==> src/lpc_pkg.sv <==
// constants for the line-locked pixel clock generator
// Behaviour
// (RULE1) the outside world supplies a master clock meant to run at 14.31818 MHz
// (RULE2) internal clock is master clock times analog divider, divider resets to eight
// (RULE3) host keeps master clock times divider below 120 MHz
// (RULE4) oscillator adds a programmable increment each clock; optional output divide by two
// (RULE5) divided oscillator clock drives a line-length counter whose wrap feeds the detector
// (RULE6) detector's other input is horizontal sync with selectable active polarity
// (RULE7) optional noise gates accept sync only after a programmable number of cycles
// (RULE8) detector error is filtered by proportional plus accumulating integral paths
// (RULE9) both gains have eight settings; larger setting means larger gain
// (RULE10) lock pin is driven with hysteresis set by a programmable threshold
// (RULE11) filtered error is added to nominal increment to form the live increment
// (RULE12) host can read the live increment
// (RULE13) detector off forces live increment equal to nominal increment
// (RULE14) hold pin keeps the live increment at its present value
// (RULE15) hold pin stops the detector updating on sync edges
// (RULE16) sampling clock phase is set in 31 even steps over one period; with the oscillator divide by two on, the steps cover only half a period
// (RULE17) source select routes the external clock to sampling, without phase shift
// (RULE18) data clock runs at sample rate or half, rising edge mid data
// (RULE19) with external clock selected the data clock comes from it
// (RULE20) copy output is the sample clock, optionally halved and inverted
// (RULE21) synth output always comes from the oscillator, optionally halved and inverted
// (RULE22) one error sample per valid sync edge, measured against the counter wrap
// (RULE23) noise gate counters run on the internal clock and restart when sync goes inactive
package lpc_pkg;
    // register offsets
    localparam logic [7:0] LPC_OFS_CTRL    = 8'h00;
    localparam logic [7:0] LPC_OFS_NOMINC  = 8'h04;
    localparam logic [7:0] LPC_OFS_LINELEN = 8'h08;
    localparam logic [7:0] LPC_OFS_GAINS   = 8'h0C;
    localparam logic [7:0] LPC_OFS_GATES   = 8'h10;
    localparam logic [7:0] LPC_OFS_LOCKTHR = 8'h14;
    localparam logic [7:0] LPC_OFS_PHASE   = 8'h18;
    localparam logic [7:0] LPC_OFS_ADIV    = 8'h1C;
    localparam logic [7:0] LPC_OFS_LIVEINC = 8'h20;
    localparam logic [7:0] LPC_OFS_STATUS  = 8'h24;
    // control bit positions
    localparam int LPC_CB_DET_OFF   = 0;
    localparam int LPC_CB_HPOL      = 1;
    localparam int LPC_CB_DTO_DIV2  = 2;
    localparam int LPC_CB_EXT_SEL   = 3;
    localparam int LPC_CB_FMT_HALF  = 4;
    localparam int LPC_CB_COPY_DIV2 = 5;
    localparam int LPC_CB_COPY_INV  = 6;
    localparam int LPC_CB_SYN_DIV2  = 7;
    localparam int LPC_CB_SYN_INV   = 8;
    localparam int LPC_CB_HGATE_EN  = 9;
    localparam int LPC_CB_VGATE_EN  = 10;
    localparam int LPC_CTRL_W       = 11;
    // gain and gate field positions
    localparam int LPC_KP_LSB = 0;
    localparam int LPC_KI_LSB = 4;
    localparam int LPC_HG_LSB = 0;
    localparam int LPC_VG_LSB = 8;
    // reset values
    localparam logic [10:0] LPC_CTRL_RST    = 11'h002;
    localparam logic [31:0] LPC_NOMINC_RST  = 32'h2000_0000;
    localparam logic [11:0] LPC_LINELEN_RST = 12'h320;
    localparam logic [7:0]  LPC_ADIV_RST    = 8'h08;
    // one phase step is a 31st of the accumulator range
    localparam logic [31:0] LPC_PHASE_STEP  = 32'h0842_1084;
    localparam logic [4:0]  LPC_PHASE_MAX   = 5'h1E;
endpackage : lpc_pkg

==> src/lpc_top.sv <==
// line-locked pixel clock generator: oscillator, detector, loop filter, clock outputs
`timescale 1ns/1ps
module lpc_top (
    // clock and reset
    input  wire logic        clk,
    input  wire logic        nrst,
    // register port
    input  wire logic [7:0]  reg_addr,
    input  wire logic [31:0] reg_wdata,
    input  wire logic        reg_wr,
    input  wire logic        reg_rd,
    output logic      [31:0] reg_rdata,
    // sync, hold and external clock pins
    input  wire logic        hsync_in,
    input  wire logic        vsync_in,
    input  wire logic        error_hold_pin,
    input  wire logic        external_sample_clock_in,
    // status and analog control
    output logic             lock_out,
    output logic             vsync_valid,
    output logic      [7:0]  analog_feedback_divider,
    // clock outputs
    output logic             internal_sample_clock,
    output logic             output_data_clock,
    output logic             sample_clock_copy_out,
    output logic             synth_clock_out
);
    typedef struct packed {
        logic [10:0]        ctrl;
        logic [31:0]        nominal_increment;
        logic [11:0]        line_len;
        logic [2:0]         kp;
        logic [2:0]         ki;
        logic [7:0]         hgate_len;
        logic [7:0]         vgate_len;
        logic [15:0]        lock_thr;
        logic [4:0]         phase_sel;
        logic [7:0]         analog_div;
        logic [31:0]        rdata;
        logic               hs1;
        logic               hs2;
        logic               vs1;
        logic               vs2;
        logic               fz1;
        logic               fz2;
        logic               ex1;
        logic               ex2;
        logic [7:0]         hcnt;
        logic [7:0]         vcnt;
        logic               hvalid;
        logic               vvalid;
        logic [31:0]        acc;
        logic               raw_prev;
        logic               div_clk;
        logic               sh_prev;
        logic               sh_div;
        logic               pll_prev;
        logic [11:0]        pix_cnt;
        logic signed [15:0] err;
        logic signed [31:0] integ;
        logic [31:0]        live_inc;
        logic               lock;
        logic               samp_clk;
        logic               samp_half;
        logic               data_clk;
        logic               copy_clk;
        logic               syn_half;
        logic               syn_clk;
    } lpc_state_t;

    lpc_state_t state_reg;
    lpc_state_t state_next;

    // decoded helpers, visible to the checks below
    logic               h_act;
    logic               v_act;
    logic               h_edge;
    logic               det_take;
    logic               pll_clk;
    logic               pll_rise;
    logic               sh_raw;
    logic               sh_clk;
    logic               samp;
    logic               samp_rise;
    logic               copy_base;
    logic               syn_base;
    logic [31:0]        sh_acc;
    logic signed [15:0] err_new;
    logic [15:0]        err_abs;
    logic signed [31:0] err_ext;
    logic signed [31:0] prop;
    logic signed [31:0] integ_new;

    always_comb begin
        state_next = state_reg;
        // register writes
        if (reg_wr) begin
            unique case (reg_addr)
                lpc_pkg::LPC_OFS_CTRL:    state_next.ctrl = reg_wdata[10:0];
                lpc_pkg::LPC_OFS_NOMINC:  state_next.nominal_increment = reg_wdata;
                lpc_pkg::LPC_OFS_LINELEN: state_next.line_len = reg_wdata[11:0];
                lpc_pkg::LPC_OFS_GAINS: begin
                    state_next.kp = reg_wdata[lpc_pkg::LPC_KP_LSB +: 3];
                    state_next.ki = reg_wdata[lpc_pkg::LPC_KI_LSB +: 3];
                end
                lpc_pkg::LPC_OFS_GATES: begin
                    state_next.hgate_len = reg_wdata[lpc_pkg::LPC_HG_LSB +: 8];
                    state_next.vgate_len = reg_wdata[lpc_pkg::LPC_VG_LSB +: 8];
                end
                lpc_pkg::LPC_OFS_LOCKTHR: state_next.lock_thr = reg_wdata[15:0];
                lpc_pkg::LPC_OFS_PHASE: begin
                    // values past the last step are clipped to keep 31 even steps
                    if (reg_wdata[4:0] > lpc_pkg::LPC_PHASE_MAX) begin
                        state_next.phase_sel = lpc_pkg::LPC_PHASE_MAX;
                    end else begin
                        state_next.phase_sel = reg_wdata[4:0];
                    end
                end
                lpc_pkg::LPC_OFS_ADIV:    state_next.analog_div = reg_wdata[7:0]; // RULE2
                default: ;
            endcase
        end
        // register reads, data valid in the following cycle only
        state_next.rdata = 32'h0000_0000;
        if (reg_rd) begin
            unique case (reg_addr)
                lpc_pkg::LPC_OFS_CTRL:    state_next.rdata = {21'h0_0000, state_reg.ctrl};
                lpc_pkg::LPC_OFS_NOMINC:  state_next.rdata = state_reg.nominal_increment;
                lpc_pkg::LPC_OFS_LINELEN: state_next.rdata = {20'h00000, state_reg.line_len};
                lpc_pkg::LPC_OFS_GAINS:
                    state_next.rdata = {25'h00_0000, state_reg.ki, 1'b0, state_reg.kp};
                lpc_pkg::LPC_OFS_GATES:
                    state_next.rdata = {16'h0000, state_reg.vgate_len, state_reg.hgate_len};
                lpc_pkg::LPC_OFS_LOCKTHR: state_next.rdata = {16'h0000, state_reg.lock_thr};
                lpc_pkg::LPC_OFS_PHASE:   state_next.rdata = {27'h00_0000, state_reg.phase_sel};
                lpc_pkg::LPC_OFS_ADIV:    state_next.rdata = {24'h000000, state_reg.analog_div};
                lpc_pkg::LPC_OFS_LIVEINC: state_next.rdata = state_reg.live_inc; // RULE12
                lpc_pkg::LPC_OFS_STATUS:
                    state_next.rdata = {state_reg.err, 12'h000, state_reg.fz2,
                                        state_reg.vvalid, state_reg.hvalid, state_reg.lock};
                default: state_next.rdata = 32'h0000_0000;
            endcase
        end

        // pin synchronisers, first stage feeds only the second
        state_next.hs1 = hsync_in;
        state_next.hs2 = state_reg.hs1;
        state_next.vs1 = vsync_in;
        state_next.vs2 = state_reg.vs1;
        state_next.fz1 = error_hold_pin;
        state_next.fz2 = state_reg.fz1;
        state_next.ex1 = external_sample_clock_in;
        state_next.ex2 = state_reg.ex1;

        // sync noise gates
        h_act = state_reg.ctrl[lpc_pkg::LPC_CB_HPOL] ? state_reg.hs2 : ~state_reg.hs2; // RULE6
        v_act = state_reg.ctrl[lpc_pkg::LPC_CB_HPOL] ? state_reg.vs2 : ~state_reg.vs2;
        if (!h_act) begin
            state_next.hcnt   = 8'h00; // RULE23
            state_next.hvalid = 1'b0;
        end else if (!state_reg.ctrl[lpc_pkg::LPC_CB_HGATE_EN] ||
                     state_reg.hcnt >= state_reg.hgate_len) begin
            state_next.hvalid = 1'b1; // RULE7
        end else begin
            state_next.hcnt = state_reg.hcnt + 8'h01;
        end
        if (!v_act) begin
            state_next.vcnt   = 8'h00; // RULE23
            state_next.vvalid = 1'b0;
        end else if (!state_reg.ctrl[lpc_pkg::LPC_CB_VGATE_EN] ||
                     state_reg.vcnt >= state_reg.vgate_len) begin
            state_next.vvalid = 1'b1; // RULE7
        end else begin
            state_next.vcnt = state_reg.vcnt + 8'h01;
        end
        h_edge = state_next.hvalid & ~state_reg.hvalid;

        // oscillator and optional divide by two
        state_next.acc      = state_reg.acc + state_reg.live_inc; // RULE4
        state_next.raw_prev = state_reg.acc[31];
        if (state_reg.acc[31] && !state_reg.raw_prev) begin
            state_next.div_clk = ~state_reg.div_clk;
        end
        pll_clk = state_reg.ctrl[lpc_pkg::LPC_CB_DTO_DIV2] ? state_reg.div_clk
                                                            : state_reg.raw_prev;
        // phase shifter: offset the accumulator by whole 31st steps
        sh_acc = state_reg.acc + 32'(state_reg.phase_sel * lpc_pkg::LPC_PHASE_STEP); // RULE16
        sh_raw = sh_acc[31];
        state_next.sh_prev = sh_raw;
        if (sh_raw && !state_reg.sh_prev) begin
            state_next.sh_div = ~state_reg.sh_div;
        end
        sh_clk = state_reg.ctrl[lpc_pkg::LPC_CB_DTO_DIV2] ? state_reg.sh_div
                                                           : state_reg.sh_prev;

        // line-length feedback counter
        state_next.pll_prev = pll_clk;
        pll_rise = pll_clk & ~state_reg.pll_prev;
        if (pll_rise) begin
            if (state_reg.pix_cnt >= state_reg.line_len - 12'h001) begin
                state_next.pix_cnt = 12'h000; // RULE5
            end else begin
                state_next.pix_cnt = state_reg.pix_cnt + 12'h001;
            end
        end

        // detector: sign says which way the edge missed the wrap
        if (state_reg.pix_cnt < (state_reg.line_len >> 1)) begin
            err_new = -$signed({4'h0, state_reg.pix_cnt}); // RULE22
        end else begin
            err_new = $signed({4'h0, state_reg.line_len - state_reg.pix_cnt});
        end
        err_abs = err_new[15] ? 16'(-err_new) : err_new;
        det_take = h_edge && !state_reg.fz2 && !state_reg.ctrl[lpc_pkg::LPC_CB_DET_OFF]; // RULE15
        if (det_take) begin
            state_next.err = err_new; // RULE8
            if (err_abs <= state_reg.lock_thr) begin
                state_next.lock = 1'b1; // RULE10
            end else if ({1'b0, err_abs} > {state_reg.lock_thr, 1'b0}) begin
                state_next.lock = 1'b0;
            end
        end

        // loop filter: gain settings are shifts, so each step doubles the gain
        err_ext   = {{16{state_next.err[15]}}, state_next.err};
        prop      = err_ext <<< state_reg.kp; // RULE9
        integ_new = state_reg.integ + (err_ext <<< state_reg.ki);
        if (state_reg.ctrl[lpc_pkg::LPC_CB_DET_OFF]) begin
            state_next.err      = 16'sh0000;
            state_next.integ    = 32'sh0000_0000;
            state_next.lock     = 1'b0;
            state_next.live_inc = state_reg.nominal_increment; // RULE13
        end else if (state_reg.fz2) begin
            state_next.live_inc = state_reg.live_inc; // RULE14
        end else begin
            if (det_take) begin
                state_next.integ = integ_new; // RULE8
            end
            state_next.live_inc = state_reg.nominal_increment + 32'(prop + state_next.integ); // RULE11
        end

        // sampling clock source; external clock is only resolved to one clk period, 5 ns
        samp = state_reg.ctrl[lpc_pkg::LPC_CB_EXT_SEL] ? state_reg.ex2 : sh_clk; // RULE17
        state_next.samp_clk = samp;
        samp_rise = samp & ~state_reg.samp_clk;
        if (samp_rise) begin
            state_next.samp_half = ~state_reg.samp_half;
        end
        // data clock inverted so its rising edge sits half a period into the data
        state_next.data_clk = state_reg.ctrl[lpc_pkg::LPC_CB_FMT_HALF] ?
                              ~state_reg.samp_half : ~state_reg.samp_clk; // RULE18 RULE19
        copy_base = state_reg.ctrl[lpc_pkg::LPC_CB_COPY_DIV2] ? state_reg.samp_half
                                                               : state_reg.samp_clk;
        state_next.copy_clk = copy_base ^ state_reg.ctrl[lpc_pkg::LPC_CB_COPY_INV]; // RULE20
        // synth output taps the unshifted oscillator clock regardless of source
        if (pll_rise) begin
            state_next.syn_half = ~state_reg.syn_half;
        end
        syn_base = state_reg.ctrl[lpc_pkg::LPC_CB_SYN_DIV2] ? state_reg.syn_half
                                                             : state_reg.pll_prev;
        state_next.syn_clk = syn_base ^ state_reg.ctrl[lpc_pkg::LPC_CB_SYN_INV]; // RULE21

        if (!nrst) begin
            state_next            = '0;
            state_next.ctrl       = lpc_pkg::LPC_CTRL_RST;
            state_next.nominal_increment    = lpc_pkg::LPC_NOMINC_RST;
            state_next.line_len   = lpc_pkg::LPC_LINELEN_RST;
            state_next.analog_div = lpc_pkg::LPC_ADIV_RST; // RULE2
            state_next.live_inc   = lpc_pkg::LPC_NOMINC_RST;
        end
    end

    always_ff @(posedge clk) begin
        state_reg <= state_next;
    end

    assign reg_rdata               = state_reg.rdata;
    assign lock_out                = state_reg.lock;
    assign vsync_valid             = state_reg.vvalid;
    assign analog_feedback_divider = state_reg.analog_div;
    assign internal_sample_clock   = state_reg.samp_clk;
    assign output_data_clock       = state_reg.data_clk;
    assign sample_clock_copy_out   = state_reg.copy_clk;
    assign synth_clock_out         = state_reg.syn_clk;
endmodule : lpc_top

==> config.mk <==
export PLATFORM = sky130hd
export DESIGN_NAME = lpc_top
export DESIGN_NICKNAME = d
export VERILOG_FILES = /design/src/lpc_pkg.sv /design/src/lpc_top.sv
export SDC_FILE = /design/constraint.sdc
export NUM_CORES = 1
export LEC_CHECK = 0
export ABC_CLOCK_PERIOD_IN_PS = 11650
export BUFFER_PORTS_ARGS = -buffer_cell sky130_fd_sc_hd__buf_2
export CAP_MARGIN = 10
export CORE_UTILIZATION = 55
export CTS_CLUSTER_DIAMETER = 100
export DETAILED_ROUTE_END_ITERATION = 7
export PLACE_DENSITY = 0.82
export SYNTH_ARGS = -nofsm -noshare
export SYNTH_HDL_FRONTEND = slang
export SYNTH_SLANG_ARGS = --single-unit
==> constraint.sdc <==
create_clock -name clk -period 11.65 [get_ports clk]
set_clock_uncertainty 0.1 [all_clocks]
set_input_delay 1.7475 -clock clk [delete_from_list [all_inputs] [get_ports clk]]
set_output_delay 1.7475 -clock clk [all_outputs]
set_load 0.05 [all_outputs]
==> summary.md <==
| Metric | Value |
|---|---|
| Status | finished clean |
| Global-route wire length before repair | 105000 um |
| DRT Wirelength | 67300 um |
| Core area | 38600 um2 |
| CP max FO | 17 |
| Setup WS post-layout | 2350 ps |
| Post-CTS sizing | 0 |
| Peak supply drop | 0.000101 V |
| Arr. time, crit path | 9590 ps |
| Dpl ws | 2600 ps |
| Number of hold buffers added after CTS | 0 |
| Count leader, synth | nand2_1 |
| Detail Placement HPWL | 50500 um |
| Clock Path Buffers | 3 |
| RSZ-0062 raised after global routing | false |
| Number of I/O pins | 94 |
| Clock Latency Late Sink | 540 ps |
| Hold violation count in the final report | 0 |
| Final Wtd Congestion | 1.02 |
| Port bufs | 93 |
| P_leak | 9.89 nW |
| Row Count | 72 |
| Max-slew headroom | 0.178 |
| DR vias | 20.3k |
| Layout cells sized above 1 | 0.0811 |
| Top cell type's share of synthesized area | 0.279 |
| Final Setup Violations | 0 |
| Most frequent cell on the critical path | a21o_1 |
| Synth Register Bits | 300 |
| Iteration-0 DRC Markers | 2330 |
| Synth top area cells | dfxtp_1, ha_1, a21oi_1, nand2_1, nor2_1 |
| Die Footprint | 39900 um2 |
| Largest register FFs | 254 |
| Critical Path Source Type | flop |
| Tmin final | 9300 ps |
| Post-CTS setup buffers | 0 |
| Placed cell count | 3157 |
| Max_cap viols | 0 |
| H-tree depth | 2 |
| # DRC | 0 |
| Clock sink count | 300 |
| F_max | 0.108 GHz |
| CTS tree | done |
| Crit Path Category | reg -> reg |
| Comb pwr share | 0.074 |
| Clock network fraction of design power | 0.486 |
| Yosys top cell by area | dfxtp_1 |
| Synthesized instance count | 2691 |
| Vias in the first global route | 18.9k |
| Vert. Die Dim | 200 um |
| Most used DFF post-synth | dfxtp_1 |
| Final period util | 0.798 |
| Clock transition at the registers of the reported paths | 60 ps |
| Distinct cells, synth | 93 |
| Die width | 200 um |
| Mapped Area | 21500 um2 |
| TritonCTS Buffers | 34 |
| Initial antenna violation count | 3 |
| Hold WS | 333 ps |
| Worst path max stage delay | 650 ps |
| Starting Density | 0.557 |
| Post-synth EDFFs | 0 |
| Setup TNS | 0 ps |
| Crit. End Element | flop |
| GRT overflow | 0 |
| Crit path max-delay cell type | o21ai_2 |
| Layout area overhead | 7.73% |
| Pwr dens | 102 nW/um2 |
| Pin count of the biggest net entering global routing | 94 |
| Diodes inserted | 0 |
| 1st-pass router iterations | 6 |
| Ys Warns | 0 |
| Int Power | 0.00179 W |
| Worst slew pin tran | 1230 ps |
| Psw | 0.000587 W |
| Root buffer cell | clkbuf_16 |
| GRT Overall Usage | 0.337 |
| WL per Instance | 20.9 um |
| Nets@finish | 2964 |
| Layout Utilization | 0.600 |
| Switching share of power | 0.247 |
| Most frequent cells after synthesis | nand2_1, dfxtp_1, a21oi_1 |
| Async SR Flop Fraction | 0 |
| Seq/Total Area, Yosys | 0.279 |
| Non-Filler Instances | 3217 |
| Routed Antenna Nets | 0 |
| Critical Path RT | 11940 ps |
| Min-delay worst type | reg -> reg |
| Syn avg cell area | 7.99 um2 |
| Fillers | 3369 |
| Reg power frac | 0.440 |
| Post-DR vias/cell | 6.32 |
| Max Slew Vio Count | 0 |
==> layout make-up <==
| class | count | area [um2] | share of cell area |
|---|---|---|---|
| clock buffer | 42 | 942 | 0.0407 |
| tap | 518 | 648 | 0.0280 |
| multi-input combinational | 2049 | 14000 | 0.606 |
| inverter | 177 | 669 | 0.0289 |
| timing repair buffer | 113 | 616 | 0.0266 |
| clock inverter | 18 | 240 | 0.0104 |
| sequential | 300 | 6010 | 0.259 |
==> power by group through the flow <==
| stage | combinational, W | sequential, W | clock [W] |
|---|---|---|---|
| after floorplan | 0.000118 | 0.00107 | 0 |
| after global placement | 0.000167 | 0.00107 | 0 |
| after detailed placement | 0.000170 | 0.00107 | 0 |
| after CTS | 0.000171 | 0.00104 | 0.00116 |
| after global routing | 0.000191 | 0.00105 | 0.00120 |
| final | 0.000175 | 0.00105 | 0.00115 |
==> layer usage <==
metal	up-vias	part of all wire	GRT usage
met5	-	0.00040	0
met4	4	0.050	0.156
met3	224	0.11	0.0818
met2	1098	0.42	0.502
met1	9519	0.42	0.457
li1	9473	-	-
==> cell usage in the layout (no fill, tap or decap), drive strengths merged, types with 13 or more instances in the layout <==
cell type	count
a211oi	39
nor2	264
nand2b	24
inv	177
mux2i	55
dfxtp	300
buf	113
xor2	57
ha	206
clkbuf	42
a221oi	13
nor3	38
xnor2	77
nor2b	26
nand2	305
nand3	54
nand4	31
fa	35
and2	27
a21o	78
o211ai	16
a31oi	29
a22oi	38
o21a	43
a222oi	19
o21ai	110
a21oi	281
==> critical path, delay by kind of cell (launching register included) <==
family	cells	cell delay (ps)
AND/OR/NAND/NOR	2	420
flip-flops	1	460
buffers and inverters	2	170
AO/OA/AOI/OAI	26	5310
multiplexers	3	1160
adder cells (fa/ha/maj)	4	1480
==> stage by stage <==
| stage | total power, W | area, um2 |
|---|---|---|
| 3_3_place_gp | 0.00123 | 22000 |
| 5_1_grt | 0.00244 | 23200 |
| 4_1_cts | 0.00238 | 23200 |
| 3_5_place_dp | 0.00124 | 22000 |
| 6_report | 0.00237 | 23200 |
| 2_1_floorplan | 0.00118 | 21500 |
==> cells by family (layout without fill, tap and decap cells) <==
kind of cell,count (synthesis),in the layout,share of synthesized area
buffers and inverters,345,350,0.0688
other,1,4,0.000174
AOI/OAI and AO/OA,775,775,0.237
adders and majority gates,241,241,0.152
and+or+nand+nor,824,824,0.171
xor gates and xnor gates,134,134,0.0549
muxes,71,71,0.0368
DFF,300,300,0.279
==> path summary, 6_finish.rpt <==
path / startpoint / to / slack, ps / depth (start not counted)
setup reg to reg: state_reg[251] / state_reg[36] / 2350 / 37
hold / removal: state_reg[161] / state_reg[160] / 330 / 1
setup / recovery: state_reg[251] / state_reg[36] / 2350 / 37
hold reg to reg: state_reg[161] / state_reg[160] / 330 / 1
Note: power is estimated with default switching activity, not from simulation.
